`src/common/hpsc_pkg.sv`:
```
// shared constants and types of the hot-plug slot capability and control registers
package hpsc_pkg;

  // ------------------------------------------------------------------
  // register map
  // ------------------------------------------------------------------
  localparam int unsigned ADDR_W       = 8;
  localparam logic [7:0]  OFF_SLOT_CAP = 8'hD4;
  localparam logic [7:0]  OFF_SLOT_CTL = 8'hD8;

  // ------------------------------------------------------------------
  // field layouts
  // ------------------------------------------------------------------
  // slot capabilities word, bit 31 first
  typedef struct packed {
    logic [12:0] slot_num;
    logic [1:0]  rsvd_hi;
    logic [1:0]  spl_scale;
    logic [7:0]  spl_value;
    logic        hp_capable;
    logic        surprise;
    logic        pwr_ind;
    logic        attn_ind;
    logic        rsvd_lo;
    logic        pwr_ctl;
    logic        attn_btn;
  } hpsc_cap_t;

  // slot control half word (bits 15:0 of the control word)
  typedef struct packed {
    logic [7:0] rsvd_hi;
    logic [1:0] attn_ind_ctl;
    logic       hp_int_en;
    logic       cc_int_en;
    logic       pdc_en;
    logic       rsvd_b2;
    logic       pfd_en;
    logic       abp_en;
  } hpsc_ctl_t;

  // slot status half word (bits 31:16 of the control word)
  typedef struct packed {
    logic [10:0] rsvd_hi;
    logic        cmd_done;
    logic        pres_chg;
    logic        mrl_chg;
    logic        pwr_fault;
    logic        attn_btn;
  } hpsc_sts_t;

  // hot-plug events, one-cycle pulses from the slot hardware
  typedef struct packed {
    logic cmd_done;
    logic pres_chg;
    logic pwr_fault;
    logic attn_btn;
  } hpsc_evt_t;

  // capability default override from smbus or eeprom autoload
  typedef struct packed {
    logic      valid;
    hpsc_cap_t data;
  } hpsc_ovr_t;

  // set slot power limit message payload
  typedef struct packed {
    logic [1:0] scale;
    logic [7:0] value;
  } hpsc_spl_t;

  // ------------------------------------------------------------------
  // reset values, masks and codes
  // ------------------------------------------------------------------
  localparam logic [31:0] CAP_RST      = 32'h0000_0000;
  localparam logic [15:0] CTL_RST      = 16'h00C0;
  localparam logic [15:0] STS_RST      = 16'h0000;
  localparam logic [31:0] CAP_WR_MASK  = 32'h0001_FF80;
  localparam logic [31:0] CAP_RD_MASK  = 32'hFFF9_FFFB;
  localparam logic [15:0] CTL_EN_MASK  = 16'h003B;
  localparam logic [15:0] STS_W1C_MASK = 16'h001B;
  localparam logic [1:0]  ATTN_RSVD    = 2'h0;
  localparam logic [1:0]  ATTN_ON      = 2'h1;
  localparam logic [1:0]  ATTN_BLINK   = 2'h2;
  localparam logic [1:0]  RESP_OKAY    = 2'h0;
  localparam logic [1:0]  RESP_SLVERR  = 2'h2;

  // ------------------------------------------------------------------
  // timing
  // ------------------------------------------------------------------
  localparam int unsigned CLK_KHZ        = 50000;
  localparam int unsigned BLINK_HALF_MS  = 500;
  localparam int unsigned BLINK_HALF_CYC = BLINK_HALF_MS * CLK_KHZ;

endpackage

```
`src/rtl/hpsc_top.sv`:
```
// slot capabilities and slot control registers of a switch downstream port
`timescale 1ns/1ps

module hpsc_top #(
  parameter int unsigned BLINK_HALF_CYC = hpsc_pkg::BLINK_HALF_CYC
) (
  input  wire logic                        aclk,
  input  wire logic                        aresetn,
  // axi4-lite slave
  input  wire logic [hpsc_pkg::ADDR_W-1:0] s_axil_awaddr,
  input  wire logic                        s_axil_awvalid,
  output logic                             s_axil_awready,
  input  wire logic [31:0]                 s_axil_wdata,
  input  wire logic [3:0]                  s_axil_wstrb,
  input  wire logic                        s_axil_wvalid,
  output logic                             s_axil_wready,
  output logic [1:0]                       s_axil_bresp,
  output logic                             s_axil_bvalid,
  input  wire logic                        s_axil_bready,
  input  wire logic [hpsc_pkg::ADDR_W-1:0] s_axil_araddr,
  input  wire logic                        s_axil_arvalid,
  output logic                             s_axil_arready,
  output logic [31:0]                      s_axil_rdata,
  output logic [1:0]                       s_axil_rresp,
  output logic                             s_axil_rvalid,
  input  wire logic                        s_axil_rready,
  // port role and capability overrides
  input  wire logic                        dsp_port,
  input  wire hpsc_pkg::hpsc_ovr_t         smbus_ovr,
  input  wire hpsc_pkg::hpsc_ovr_t         eeprom_ovr,
  // slot hardware events and outputs
  input  wire hpsc_pkg::hpsc_evt_t         hp_evt,
  output logic                             hp_irq,
  output logic                             hp_wake,
  output logic                             attn_led,
  // outgoing message requests
  output logic                             spl_msg_valid,
  output hpsc_pkg::hpsc_spl_t              spl_msg,
  input  wire logic                        spl_msg_ready,
  output logic                             attn_msg_valid,
  output logic [1:0]                       attn_msg,
  input  wire logic                        attn_msg_ready
);

  // ------------------------------------------------------------------
  // elaboration checks
  // ------------------------------------------------------------------
  // a zero period would wrap the compare limit, so each blink half would run the whole 32-bit counter range
  if (BLINK_HALF_CYC < 1) begin : g_chk
    $error("hpsc_top: blink half period must be at least one cycle");
  end

  // ------------------------------------------------------------------
  // state
  // ------------------------------------------------------------------
  typedef struct packed {
    // bus handshakes and answers
    logic                        awready;
    logic                        wready;
    logic                        bvalid;
    logic [1:0]                  bresp;
    logic                        arready;
    logic                        rvalid;
    logic [1:0]                  rresp;
    logic [31:0]                 rdata;

    // held write request
    logic                        aw_full;
    logic [hpsc_pkg::ADDR_W-1:0] awaddr;
    logic                        w_full;
    logic [31:0]                 wdata;
    logic [3:0]                  wstrb;

    // software visible registers
    hpsc_pkg::hpsc_cap_t         cap;
    hpsc_pkg::hpsc_ctl_t         ctl;
    hpsc_pkg::hpsc_sts_t         sts;

    // outputs and message triggers
    logic                        irq;
    logic                        wake;
    logic                        led;
    logic [31:0]                 blink_cnt;
    logic                        spl_send;
    logic                        attn_send;
  } hpsc_top_st_t;

  hpsc_top_st_t        q_r;
  hpsc_top_st_t        q_nxt;
  hpsc_pkg::hpsc_cap_t cap_dflt;
  logic                ovr_load;

  // ------------------------------------------------------------------
  // capability default loader
  // ------------------------------------------------------------------
  hpsc_ovr_load u_ovr (
    .aclk       (aclk),
    .aresetn    (aresetn),
    .smbus_ovr  (smbus_ovr),
    .eeprom_ovr (eeprom_ovr),
    .cap_dflt   (cap_dflt),
    .load       (ovr_load)
  );

  // ------------------------------------------------------------------
  // decode helpers
  // ------------------------------------------------------------------
  logic [31:0] wr_mask;
  logic        wr_go;
  logic        wr_cap;
  logic        wr_ctl;
  logic        rd_cap;
  logic        rd_ctl;
  logic        evt_pend;
  logic        wake_pend;

  // byte lanes widened to bit masks
  assign wr_mask = {{8{q_r.wstrb[3]}}, {8{q_r.wstrb[2]}},
                    {8{q_r.wstrb[1]}}, {8{q_r.wstrb[0]}}};

  // a write is carried out once address and data are both held
  // a pending answer blocks a second write
  assign wr_go = q_r.aw_full && q_r.w_full && !q_r.bvalid;

  // the registers answer only on a downstream port
  // address bits 1:0 are ignored
  assign wr_cap = dsp_port && ({q_r.awaddr[7:2], 2'h0} == hpsc_pkg::OFF_SLOT_CAP);
  assign wr_ctl = dsp_port && ({q_r.awaddr[7:2], 2'h0} == hpsc_pkg::OFF_SLOT_CTL);
  assign rd_cap = dsp_port && ({s_axil_araddr[7:2], 2'h0} == hpsc_pkg::OFF_SLOT_CAP);
  assign rd_ctl = dsp_port && ({s_axil_araddr[7:2], 2'h0} == hpsc_pkg::OFF_SLOT_CTL);

  // event gating: status and per-event enable, then the master gate
  assign wake_pend = (q_r.sts.attn_btn  && q_r.ctl.abp_en)
                   | (q_r.sts.pwr_fault && q_r.ctl.pfd_en)
                   | (q_r.sts.pres_chg  && q_r.ctl.pdc_en);
  assign evt_pend  = wake_pend
                   | (q_r.sts.cmd_done  && q_r.ctl.cc_int_en);

  // ------------------------------------------------------------------
  // next state
  // ------------------------------------------------------------------
  always_comb begin
    q_nxt           = q_r;
    // message triggers are one-cycle pulses
    q_nxt.spl_send  = 1'b0;
    q_nxt.attn_send = 1'b0;

    // write address and data are taken independently, in either order
    if (s_axil_awvalid && q_r.awready) begin
      q_nxt.aw_full = 1'b1;
      q_nxt.awaddr  = s_axil_awaddr;
    end
    if (s_axil_wvalid && q_r.wready) begin
      q_nxt.w_full = 1'b1;
      q_nxt.wdata  = s_axil_wdata;
      q_nxt.wstrb  = s_axil_wstrb;
    end
    if (q_r.bvalid && s_axil_bready) begin
      q_nxt.bvalid = 1'b0;
    end

    // register write
    // bvalid rises one edge after both halves are held
    if (wr_go) begin
      q_nxt.aw_full = 1'b0;
      q_nxt.w_full  = 1'b0;
      q_nxt.bvalid  = 1'b1;
      q_nxt.bresp   = hpsc_pkg::RESP_OKAY;
      if (wr_cap) begin
        // only the power limit fields take data; all else stays read-only
        q_nxt.cap = hpsc_pkg::hpsc_cap_t'(
                      (q_r.cap & ~(hpsc_pkg::CAP_WR_MASK & wr_mask))
                    | (q_r.wdata & hpsc_pkg::CAP_WR_MASK & wr_mask));
        if (|(hpsc_pkg::CAP_WR_MASK & wr_mask)) begin
          q_nxt.spl_send = 1'b1;
        end
      end else if (wr_ctl) begin
        // enable bits of the low byte
        q_nxt.ctl = hpsc_pkg::hpsc_ctl_t'(
                      (q_r.ctl & ~(hpsc_pkg::CTL_EN_MASK & wr_mask[15:0]))
                    | (q_r.wdata[15:0] & hpsc_pkg::CTL_EN_MASK & wr_mask[15:0]));
        // the reserved indicator code is ignored, so the led never gets an undefined mode
        if (q_r.wstrb[0] && (q_r.wdata[7:6] != hpsc_pkg::ATTN_RSVD)) begin
          q_nxt.ctl.attn_ind_ctl = q_r.wdata[7:6];
          q_nxt.attn_send        = 1'b1;
        end
        // write one to clear on the status half
        q_nxt.sts = hpsc_pkg::hpsc_sts_t'(q_r.sts
                    & ~(q_r.wdata[31:16] & wr_mask[31:16] & hpsc_pkg::STS_W1C_MASK));
      end else begin
        q_nxt.bresp = hpsc_pkg::RESP_SLVERR;
      end
    end

    // loaded defaults land before software looks; they win over a racing write
    // no message on an override, only on software writes
    if (ovr_load) begin
      q_nxt.cap = cap_dflt;
    end

    // events set after the clear so a set in the clearing cycle is kept
    // an upstream port stores no events
    if (dsp_port) begin
      q_nxt.sts.attn_btn  = q_nxt.sts.attn_btn  | hp_evt.attn_btn;
      q_nxt.sts.pwr_fault = q_nxt.sts.pwr_fault | hp_evt.pwr_fault;
      q_nxt.sts.pres_chg  = q_nxt.sts.pres_chg  | hp_evt.pres_chg;
      q_nxt.sts.cmd_done  = q_nxt.sts.cmd_done  | hp_evt.cmd_done;
    end

    // read channel: one read in flight, data registered with the answer
    // rdata is captured once, so it stands under rvalid
    if (q_r.rvalid && s_axil_rready) begin
      q_nxt.rvalid = 1'b0;
    end
    if (s_axil_arvalid && q_r.arready) begin
      q_nxt.rvalid = 1'b1;
      q_nxt.rresp  = hpsc_pkg::RESP_OKAY;
      if (rd_cap) begin
        q_nxt.rdata = q_r.cap & hpsc_pkg::CAP_RD_MASK;
      end else if (rd_ctl) begin
        q_nxt.rdata = {q_r.sts, q_r.ctl};
      end else begin
        q_nxt.rdata = 32'h0000_0000;
        q_nxt.rresp = hpsc_pkg::RESP_SLVERR;
      end
    end

    // interrupt needs status, its enable and the master gate together
    q_nxt.irq  = dsp_port && q_r.ctl.hp_int_en && evt_pend;
    // wakeup follows the per-event enables other than command done, without the interrupt master gate
    q_nxt.wake = dsp_port && wake_pend;

    // attention indicator drive
    // counter restarts outside blink: full first half
    if (q_r.ctl.attn_ind_ctl == hpsc_pkg::ATTN_BLINK) begin
      if (q_r.blink_cnt >= 32'(BLINK_HALF_CYC - 1)) begin
        q_nxt.blink_cnt = 32'h0000_0000;
        q_nxt.led       = !q_r.led;
      end else begin
        q_nxt.blink_cnt = q_r.blink_cnt + 32'h0000_0001;
      end
    end else begin
      q_nxt.blink_cnt = 32'h0000_0000;
      q_nxt.led       = (q_r.ctl.attn_ind_ctl == hpsc_pkg::ATTN_ON);
    end

    // readies are registered and fall as soon as a slot is occupied
    // from the next state, so a ready is never stale
    q_nxt.awready = !q_nxt.aw_full && !q_nxt.bvalid;
    q_nxt.wready  = !q_nxt.w_full && !q_nxt.bvalid;
    q_nxt.arready = !q_nxt.rvalid;
  end

  // ------------------------------------------------------------------
  // state register
  // ------------------------------------------------------------------
  // synchronous reset; readies come up open
  always_ff @(posedge aclk) begin
    if (!aresetn) begin
      q_r           <= '0;
      q_r.awready   <= 1'b1;
      q_r.wready    <= 1'b1;
      q_r.arready   <= 1'b1;
      q_r.cap       <= hpsc_pkg::hpsc_cap_t'(hpsc_pkg::CAP_RST);
      q_r.ctl       <= hpsc_pkg::hpsc_ctl_t'(hpsc_pkg::CTL_RST);
      q_r.sts       <= hpsc_pkg::hpsc_sts_t'(hpsc_pkg::STS_RST);
    end else begin
      q_r <= q_nxt;
    end
  end

  // ------------------------------------------------------------------
  // message requests
  // ------------------------------------------------------------------
  // power limit message carries the fields as they stand after the write
  hpsc_msg_slot #(
    .W (10)
  ) u_spl_msg (
    .aclk    (aclk),
    .aresetn (aresetn),
    .send    (q_r.spl_send),
    .payload ({q_r.cap.spl_scale, q_r.cap.spl_value}),
    .ready   (spl_msg_ready),
    .valid   (spl_msg_valid),
    .data    (spl_msg)
  );

  // attention indicator message carries the new code
  // code 00 is never sent: only on, blink or off
  hpsc_msg_slot #(
    .W (2)
  ) u_attn_msg (
    .aclk    (aclk),
    .aresetn (aresetn),
    .send    (q_r.attn_send),
    .payload (q_r.ctl.attn_ind_ctl),
    .ready   (attn_msg_ready),
    .valid   (attn_msg_valid),
    .data    (attn_msg)
  );

  // ------------------------------------------------------------------
  // outputs
  // ------------------------------------------------------------------
  // all outputs come straight from flip-flops
  assign s_axil_awready = q_r.awready;
  assign s_axil_wready  = q_r.wready;
  assign s_axil_bvalid  = q_r.bvalid;
  assign s_axil_bresp   = q_r.bresp;
  assign s_axil_arready = q_r.arready;
  assign s_axil_rvalid  = q_r.rvalid;
  assign s_axil_rresp   = q_r.rresp;
  assign s_axil_rdata   = q_r.rdata;
  assign hp_irq         = q_r.irq;
  assign hp_wake        = q_r.wake;
  assign attn_led       = q_r.led;

endmodule

```
`src/rtl/hpsc_ovr_load.sv`:
```
// capability default loader fed by smbus writes and eeprom autoload
`timescale 1ns/1ps
module hpsc_ovr_load (
  input  wire logic                aclk,
  input  wire logic                aresetn,
  input  wire hpsc_pkg::hpsc_ovr_t smbus_ovr,
  input  wire hpsc_pkg::hpsc_ovr_t eeprom_ovr,
  output hpsc_pkg::hpsc_cap_t      cap_dflt,
  output logic                     load
);

  typedef struct packed {
    hpsc_pkg::hpsc_cap_t dflt;
    logic                load;
  } hpsc_ovr_st_t;

  hpsc_ovr_st_t q_r;
  hpsc_ovr_st_t q_nxt;

  // smbus wins a tie: it is the later, deliberate override
  always_comb begin
    q_nxt      = q_r;
    q_nxt.load = 1'b0;
    if (smbus_ovr.valid) begin
      q_nxt.dflt = hpsc_pkg::hpsc_cap_t'(smbus_ovr.data & hpsc_pkg::CAP_RD_MASK);
      q_nxt.load = 1'b1;
    end else if (eeprom_ovr.valid) begin
      q_nxt.dflt = hpsc_pkg::hpsc_cap_t'(eeprom_ovr.data & hpsc_pkg::CAP_RD_MASK);
      q_nxt.load = 1'b1;
    end
  end

  always_ff @(posedge aclk) begin
    if (!aresetn) begin
      q_r.dflt <= hpsc_pkg::hpsc_cap_t'(hpsc_pkg::CAP_RST);
      q_r.load <= 1'b0;
    end else begin
      q_r <= q_nxt;
    end
  end

  assign cap_dflt = q_r.dflt;
  assign load     = q_r.load;

endmodule

```
`src/rtl/hpsc_msg_slot.sv`:
```
// one-deep holder for an outgoing message request with valid and ready
`timescale 1ns/1ps
module hpsc_msg_slot #(
  parameter int unsigned W = 2
) (
  input  wire logic         aclk,
  input  wire logic         aresetn,
  input  wire logic         send,
  input  wire logic [W-1:0] payload,
  input  wire logic         ready,
  output logic              valid,
  output logic [W-1:0]      data
);

  if (W < 1) begin : g_chk
    $error("hpsc_msg_slot: payload width must be at least one");
  end

  typedef struct packed {
    logic         valid;
    logic [W-1:0] data;
  } hpsc_msg_st_t;

  hpsc_msg_st_t q_r;
  hpsc_msg_st_t q_nxt;

  // a new request replaces a pending one: only the latest setting matters
  always_comb begin
    q_nxt = q_r;
    if (q_r.valid && ready) begin
      q_nxt.valid = 1'b0;
    end
    if (send) begin
      q_nxt.valid = 1'b1;
      q_nxt.data  = payload;
    end
  end

  always_ff @(posedge aclk) begin
    if (!aresetn) begin
      q_r <= '0;
    end else begin
      q_r <= q_nxt;
    end
  end

  assign valid = q_r.valid;
  assign data  = q_r.data;

endmodule

```
`config.mk`:
```
export PLATFORM = sky130hd
export DESIGN_NAME = hpsc_top
export DESIGN_NICKNAME = d
export VERILOG_FILES = /design/src/common/hpsc_pkg.sv /design/src/rtl/hpsc_top.sv /design/src/rtl/hpsc_ovr_load.sv /design/src/rtl/hpsc_msg_slot.sv
export SDC_FILE = /design/constraint.sdc
export NUM_CORES = 1
export LEC_CHECK = 0
export ABC_AREA = 1
export BUFFER_PORTS_ARGS = -buffer_cell sky130_fd_sc_hd__clkbuf_2
export CELL_PAD_IN_SITES_DETAIL_PLACEMENT = 0
export CELL_PAD_IN_SITES_GLOBAL_PLACEMENT = 1
export CORE_MARGIN = 2
export CORE_UTILIZATION = 35
export CTS_CLUSTER_SIZE = 14
export DETAILED_ROUTE_END_ITERATION = 7
export PLACE_DENSITY_LB_ADDON = 0.15
export SYNTH_ARGS = -nofsm -noshare
export SYNTH_HDL_FRONTEND = slang
export SYNTH_SLANG_ARGS = --single-unit
```
`constraint.sdc`:
```
create_clock -name aclk -period 1.44 [get_ports aclk]
set_input_delay 0.288 -clock aclk [delete_from_list [all_inputs] [get_ports aclk]]
set_output_delay 0.288 -clock aclk [all_outputs]
set_load 0.1 [all_outputs]
```
* Word-level counts from Yosys, hierarchy flattened
Index checks and enable logic that the tools add are counted.
** Storage, ports and cells
- Register bits after elaboration :: 232
- Bits in latches :: 0
- Bits in writable memories :: 0
- ROM bits :: 0
- Input port bits :: 132
- Output and inout port bits :: 58
- Logic and storage cells :: 164
- Memories :: 0
** Cells by class
- Add/sub/neg operators :: 1
- Multiply operators :: 0
- Div/mod/pow operators :: 0
- Order comparisons :: 1
- Equality and inequality tests :: 7
- Shift operators :: 0
- Muxes and demuxes :: 33
- Bitwise logic cells :: 23
- Reductions and logical operators :: 41
** Operator list (count)
- 2-to-1 mux 32 bit :: 7
- 2-to-1 mux 33 bit :: 3
- 2-to-1 mux 64 bit :: 1
- 2-to-1 mux 37 bit :: 1
- 2-to-1 mux 35 bit :: 1
- adder 32 x 1 -> 32 bit (second input constant) :: 1
- bitwise AND 16 bit :: 2
- bitwise AND 17 x 32 -> 32 bit :: 1
- bitwise AND 32 bit :: 1
- >= comparator 32 x 25 -> 1 bit (second input constant) :: 1
- NOT 17 -> 32 bit :: 1
- bitwise OR 32 bit :: 1
- == test 6 bit (second input constant) :: 4
- logical AND 1 bit :: 23
- bitwise AND 6 x 16 -> 16 bit :: 1
- NOT 5 -> 16 bit :: 1
- NOT 6 -> 16 bit :: 1
- bitwise OR 16 bit :: 1
- 2-to-1 mux 2 bit :: 7
- nonzero test 2 bit :: 6
- 2-to-1 mux 11 bit :: 1
- 2-to-1 mux 1 bit :: 9
- 2-to-1 mux 9 bit :: 1
- bitwise OR 1 bit :: 7
- other kinds (11) :: 23

* Depth between registers and ports, before layout
Gate-level depths: netlist (run 1).
- Depth after elaboration :: 9
- Gate-level depth with buffers :: 12
- Depth with buffers taken out :: 12

* Hierarchy
From an unflattened synthesis (run 1), not the netlist that was laid out.
** Second synthesis, totals
- Cells, all modules :: 1173
- Area, all modules :: 8275.4 um^2
** Modules (own cells, without submodules)
- hpsc_top :: times used 1, cells each 825, area an instance 6178.4 um^2, sequential area each 2882.8 um^2
- hpsc_ovr_load :: times used 1, cells each 285, area an instance 1595.3 um^2, sequential area each 600.6 um^2
- hpsc_msg_slot at u_spl_msg :: times used 1, cells each 49, area an instance 392.9 um^2, sequential area each 220.2 um^2
- hpsc_msg_slot at u_attn_msg :: times used 1, cells each 14, area an instance 108.9 um^2, sequential area each 60.1 um^2

* Worst setup path before layout (run 1)
Ideal clock, no wire load.
- Kind :: register to register
- From :: register q_r (netlist bit s_axil_arready)
- To :: register q_r (netlist bit s_axil_rdata[11])
- Setup time :: 134 ps
- Arrival time :: 1875 ps
- Data required time :: 1306 ps
- Path slack :: -569 ps
- Cell stages (with the launch flop) :: 6
- Path buffers :: 2
- Period minus slack after synthesis :: 2009 ps
- Cell sequence :: dfxtp_1 -> nand2_1 -> inv_1 -> buf_2 -> clkbuf_1 -> a211oi_1
** On the way
- Longest elaborated chain between the ends :: 1
** Ends and longest elaborated chain
- from (decl) :: RTL line hpsc_top.sv:88 : hpsc_top_st_t q_r;
- from (signal assigned) :: RTL line hpsc_top.sv:268 : q_r <= q_nxt;
- logical AND 1 bit :: RTL line hpsc_top.sv:215 : if (s_axil_arvalid && q_r.arready) begin
No other way between the ends.
A chain may end at the register's enable or synchronous reset.

* Worst setup path in the final report (run 1)
- From :: register q_r[2] in the netlist's numbering
- To :: register q_r[19] in the netlist's numbering
** On the way
- Longest elaborated chain between the ends :: 2
** Ends and longest elaborated chain
- >= comparator 32 x 25 -> 1 bit :: RTL line hpsc_top.sv:236 : if (q_r.blink_cnt >= 32'(BLINK_HALF_CYC - 1)) begin
- OR reduction 3 bit (no source line)
Several ways; a longest one is shown, not always the timed one.

==> results.ini, run 1 <==
[synth]
async_reset_ff_share_pct = 0
synth_top_family_by_area = simple AND/OR/NAND/NOR gates
ys_seq_area_share_pct = 47.6
synthFlopType = dfxtp_1
synth_edf_count = 0
muxShareOfSynthArea_pct = 0.126
syn_inst = 1030
yosys_warnings = 0
synthXorXnorAreaFrac_pct = 0.996
synthAdderAreaFrac_pct = 0.158
synth-compound-area-share_pct = 15.3
ys_ff_latch = 188
avgSynthCellArea_um2 = 7.68
synthesis.area_mm2 = 0.00791
synth.distinct_cells = 48
synth_simple_gate_area_share_pct = 25.1

[timing]
max_freq_mhz = 676
fin_skew_ns = 0.0189
tightest_slew_ns = 0.621
final_max_slew_viol_count = 0
period_share_pct = 103
max-slew-margin-rel_pct = 58.5
whs_ns = 0.0535
setup_tns_ns = -0.433
fin_crit_ns = 1.48
setup_viol = 22
timing.final.ws_setup_ns = -0.0394
rsz0062_at_grt = true
hold_violations = 0

[final_layout]
layout-drive-gt1-share_pct = 29.8
nNetsFinal = 1336
nFillCells = 2268
syn2layout_area_growth_pct = 34.0
n_antenna_cell = 0
post-route-util_pct = 47.3

[routing]
drc_errors = 0
finalWirelength_um = 22500
ant_nets = 0
wl_per_cell_um = 15.0
viasPerCell = 4.70
vias = 7048
drtIter0Drc = 345
drt-pass1-iter-count = 5

[power]
seqPwrFrac_pct = 46.6
switching_share_pct = 29.4
p_int_uw = 8590
clock_power_share_pct = 39.2
power_density_mw_per_mm2 = 1150
power.total_uw = 12200
p_switching_uw = 3570
p_leak_uw = 0.00457
vdd_drop_max_mv = 0.625
combPwrFrac_pct = 14.2

[hold_path]
hp-class = input port to flip-flop
hold_start = hp_evt[3]

[grt]
grt.busiest_layer = met2
track_usage_pct = 18.6
gr-usage-met2_pct = 30.0
grt_max_degree = 45
overflow = 0
grt_first_pass_wirelength_um = 35100
antenna_found_initial = 0
grt_pass1_vias = 6750
use_met1_pct = 25.5
grtUsageMet3_pct = 3.56

[setup_path]
critPathCaptureType = flip-flop
cp.arrival_ns = 1.80
crit_slowest_cell = dfxtp_4
r2r_start = q_r[2]$_SDFF_PP0_
crit_chain = ha_4, nand2_4, nor2_4, nand2_4, nand2_2, nand2_2, nand2_2, nand2_4, nand3_4, clkbuf_16, nor3_4
start_kind = flip-flop
cp-startpoint = q_r[2]$_SDFF_PP0_
required_ns = 1.76
cpPeakStageDelay_ns = 0.37
path_class = flip-flop to flip-flop
cp_max_fo = 6

[placed_design]
portBuffers = 161
place_ws_ns = -0.424
gp_congestion = 0.804
dpl.hpwl_um = 15900

[clocking]
cts_max_path_buffers = 2
cts_tree = yes
cts_made_buffers = 17
clock_latency_ns = 0.44
htree_levels = 4
root_buffer = clkbuf_16
cts.sinks = 188
holdBufCountCts = 0
clk_pin_slew_ns = 0.07

[die]
boundaryPins = 190
die_w_um = 154
fp-row-count = 55
die_h_um = 154
start_util_pct = 35.3
design.core.area_mm2 = 0.0224
dieArea_mm2 = 0.0238

[run_status]
status = finished, violations left
violations = setup timing

[job]
maxCapViolations = 0

cells by family after synthesis:
group,after synthesis
AOI/OAI and AO/OA,206
xor gates and xnor gates,9
adders and majority gates,1
buffers and inverters,174
DFF,188
muxes,1
other,1
and+or+nand+nor,450
cells in the final DEF (no fill, tap or decap), drive strengths merged, types with 9 or more instances in the layout:
cell type / instances
nand2: 205
dfxtp: 188
nor2: 168
clkbuf: 130
buf: 123
o21ai: 97
inv: 91
a21oi: 43
nand3: 35
a31oi: 31
nor3: 22
a211oi: 13
nand4: 12
conb: 11
a22o: 9
critical path, delay by kind of cell (launching register included):
family | cells | cell delay (ns)
buffers and inverters | 1 | 0.19
adders and majority gates | 1 | 0.15
DFF | 1 | 0.37
and+or+nand+nor | 9 | 0.66
through the flow:
step | cell area [um^2] | instances
after floorplan | 7990 | 1040
after global placement | 9550 | 1455
after detailed placement | 9550 | 1455
after CTS | 10200 | 1487
after global routing | 10600 | 1501
final | 10600 | 1501
synthesized netlist by cell type (7+ instances only):
cell      count  share of area [%]
nand2_1     198                9.4
dfxtp_1     188                 48
nor2_1      149                7.1
o21ai_0      96                6.1
inv_1        81                3.8
buf_4        38                3.6
a21oi_1      36                2.3
clkbuf_1     34                1.6
nand3_1      32                2.0
a31oi_1      31                2.5
nor3_1       19                1.2
nor2_2       14                1.1
a211oi_1     12                1.1
buf_2        11               0.70
nand4_1      10               0.79
a22o_1        9                1.0
a21oi_2       7               0.77
sequential cells by signal (all words and copies together), names as in the netlist, 2 cells and up, named ones only:
| register | count |
|---|---|
| u_spl_msg.data | 10 |
| u_attn_msg.data | 2 |
| q_r | 97 |
| u_ovr.cap_dflt | 29 |
| s_axil_rdata | 30 |
path summary, 6_finish.rpt:
path | endpoint | slack, ns | depth (start not counted)
setup / recovery | q_r[19]$_SDFF_PP0_ | -0.04 | 11
hold / removal | q_r[41]$_SDFF_PN0_ | 0.05 | 3
setup reg to reg | q_r[19]$_SDFF_PP0_ | -0.04 | 11
hold reg to reg | q_r[122]$_SDFFE_PN0P_ | 0.46 | 2
repair_timing:
action,4_1_cts,5_1_grt
cloned,0,7
buffers inserted,0,7
gates resized for setup,12,61
setup endpoints to repair,56,71
pin swaps,5,16
cell type report:
type	count	area, um^2	area share, %
clock buffer	19	443	4.18
clock inverter	13	148	1.39
inverter	83	318	3.00
multi-input combinational	679	3560	33.6
sequential	188	3790	35.7
tap	285	357	3.36
timing repair buffer	234	1990	18.8
routing by layer:
layer	part of all wire, %	vias up
met1	49	3231
met3	3.4	18
li1	-	3660
met2	47	139
met5	0	-
met4	1.0	0
power groups by stage:
stage / logic, uW / registers (uW) / clock network [uW]
6_report: 1730 / 5660 / 4770
2_1_floorplan: 1080 / 5780 / 0
3_3_place_gp: 1640 / 5780 / 0
4_1_cts: 1650 / 5660 / 4900
5_1_grt: 1880 / 5700 / 5110
3_5_place_dp: 1640 / 5780 / 0
No activity file was read; power rests on OpenSTA's default activity.
==> run 2: changes to the inputs <==
--- a/config.mk
+++ b/config.mk
@@ -13,6 +13,7 @@
 export CORE_UTILIZATION = 35
 export CTS_CLUSTER_SIZE = 14
 export DETAILED_ROUTE_END_ITERATION = 7
+export GPL_TIMING_DRIVEN = 0
 export PLACE_DENSITY_LB_ADDON = 0.15
 export SYNTH_ARGS = -nofsm -noshare
 export SYNTH_HDL_FRONTEND = slang
==> run 2 against run 1 <==
Net effect:
- the run still ends with setup timing left
- sequential power is essentially flat
- final cell count rose by 2.8%
- worst hold slack improved by 0.0024 ns
- critical path type unchanged
- critical endpoint is now q_r[17]$_SDFF_PP0_
- largest cell class unchanged
- largest power group unchanged
==> results.ini, run 2 (synthesis gave the netlist of run 1 again) <==
[clocking]
cts_tree = yes
htree_levels = 4  ; unchanged
clk_pin_slew_ns = 0.08  ; about the same
clock_latency_ns = 0.44  ; about the same
cts.sinks = 188  ; unchanged
holdBufCountCts = 0  ; unchanged
cts_made_buffers = 17  ; unchanged
root_buffer = clkbuf_16
cts_max_path_buffers = 2  ; unchanged

[die]
boundaryPins = 190  ; unchanged
die_w_um = 154  ; unchanged
start_util_pct = 35.3  ; unchanged
fp-row-count = 55  ; unchanged
dieArea_mm2 = 0.0238  ; unchanged
die_h_um = 154  ; unchanged
design.core.area_mm2 = 0.0224  ; unchanged

[routing]
ant_nets = 0  ; unchanged
wl_per_cell_um = 15.6  ; +4.4%
finalWirelength_um = 24100  ; +7.4%
drtIter0Drc = 363  ; +5.2%
viasPerCell = 4.71  ; +0.34%
drc_errors = 0  ; unchanged
vias = 7270  ; +3.1%
drt-pass1-iter-count = 5  ; unchanged

[timing]
timing.final.ws_setup_ns = -0.122  ; -0.0823 ns
rsz0062_at_grt = true
tightest_slew_ns = 0.837  ; +0.216 ns
max-slew-margin-rel_pct = 44.2  ; -14 points
max_freq_mhz = 640  ; -5.3%
final_max_slew_viol_count = 0  ; unchanged
whs_ns = 0.0559  ; +0.00241 ns
fin_skew_ns = 0.00820  ; -0.0107 ns
setup_viol = 20  ; -9.1%
hold_violations = 0  ; unchanged
period_share_pct = 108  ; +5.7 points
fin_crit_ns = 1.56  ; +0.0823 ns

[placed_design]
dp_cells = 1484  ; +2.0%
place_ws_ns = -0.324  ; +0.0992 ns
dpl.hpwl_um = 17800  ; +12%
gp_congestion = 0.806  ; +0.20%
portBuffers = 159  ; -1.2%

[grt]
track_usage_pct = 20.1  ; +1.6 points
overflow = 0  ; unchanged
grt_max_degree = 19  ; -58%
grt_first_pass_wirelength_um = 37300  ; +6.4%
grt_pass1_vias = 7108  ; +5.3%
antenna_found_initial = 0  ; unchanged

[setup_path]
cp_max_fo = 5  ; -1
crit_slowest_cell = dfxtp_4
path_class = flip-flop to flip-flop
critPathCaptureType = flip-flop
crit_chain = ha_4, nand2_4, nor2_4, nand2_4, nand2_4, nand2_2, nand2_2, nand2_4, nand3_4, buf_12, clkbuf_16, nor2_2
cpPeakStageDelay_ns = 0.37  ; about the same
required_ns = 1.77  ; about the same
crit_buf_inv = 2  ; +1
cp.arrival_ns = 1.89  ; +0.09 ns
cp_common_cell = nand2_4
start_kind = flip-flop
critical_path.top_delay_family = simple AND/OR/NAND/NOR gates

[final_layout]
post-route-util_pct = 47.6  ; +0.34 points
nNetsFinal = 1379  ; +3.2%
layout-drive-gt1-share_pct = 30.3  ; +0.52 points
seq_area_mm2 = 0.00380  ; +0.20%
final_cells = 1543  ; +2.8%
n_antenna_cell = 0  ; unchanged
layout_common_cells = nand2_1 (190), dfxtp_1 (170), nor2_1 (137)
final_common_cell = nand2_1
largest_reg_flops = 97  ; unchanged
nFillCells = 2295  ; +1.2%
top_register = q_r
syn2layout_area_growth_pct = 34.9
multi_input_area_mm2 = 0.00355  ; about the same

[job]
maxCapViolations = 0  ; unchanged

[hold_path]
hp-class = input port to flip-flop

[run_status]
violations = setup timing
status = finished, violations left

[power]
power_density_mw_per_mm2 = 1140  ; -0.79%
p_leak_uw = 0.00463  ; +1.3%
vdd_drop_max_mv = 0.788  ; +26%

[run 2: cell count changes in the layout (fill, tap and decap cells not counted), sizes merged]
cell,change
clkinv,-1
nand2,-1
clkbuf,+61
clkinvlp,+2
buf,-19
[run 2: area by class of cell]
| type | instances | share of cell area (%) |
|---|---|---|
| multi-input combinational | 678 | 33.3 |
| clock buffer | 17 | 3.98 |
| sequential | 188 | 35.6 |
| tap | 285 | 3.34 |
| inverter | 83 | 2.96 |
| clock inverter | 14 | 1.43 |
| timing repair buffer | 188 | 14.1 |
| buffer | 90 | 5.30 |
[run 2: tightest hold or removal path, cell delays in order]
cell and delay [ns]:
clkbuf_2 0.08, nand2_1 0.05, nand2_1 0.05
[run 2: path summary, 6_finish.rpt]
path / from / endpoint / slack [ns] / depth (start not counted)
worst max register to register: q_r[2]$_SDFF_PP0_ / q_r[17]$_SDFF_PP0_ / -0.12 / 12
worst max-delay path: q_r[2]$_SDFF_PP0_ / q_r[17]$_SDFF_PP0_ / -0.12 / 12
worst min register to register: s_axil_rresp[1]$_SDFFE_PN0P_ / s_axil_rresp[1]$_SDFFE_PN0P_ / 0.48 / 2
worst min-delay path: hp_evt[3] / q_r[41]$_SDFF_PN0_ / 0.06 / 3
[run 2: stage by stage]
step / cell area (um^2) / power (uW) / TNS [ns]
6_report: 10700 / 12200 / -1.84
4_1_cts: 10300 / 12200 / -2.46
5_1_grt: 10700 / 12600 / -4.03
2_1_floorplan: 7990 / 6860 / -0.0234
3_5_place_dp: 9140 / 7360 / -13.54
3_3_place_gp: 9140 / 7360 / -13.82
[run 2: report_power, final]
part | switching [uW] | internal (uW) | leakage (uW)
clock network | 2290 | 2450 | 0.000276
registers | 185 | 5470 | 0.00155
logic | 1180 | 589 | 0.00280
[run 2: what timing repair did]
action / 4_1_cts / 5_1_grt
hold endpoints to repair: 0 / 0
gates resized for setup: 111 / 103
buffers inserted: 13 / 14
gates cloned: 1 / 3
setup endpoints to repair: 115 / 121
pin swaps: 8 / 15
[run 2: routing by layer]
layer	track usage (%)	wire, um	part of all wire, %
met5	0	0	0
met4	5.03	264	1.1
met1	26.9	11700	48
met3	3.39	826	3.4
met2	34.0	11400	47
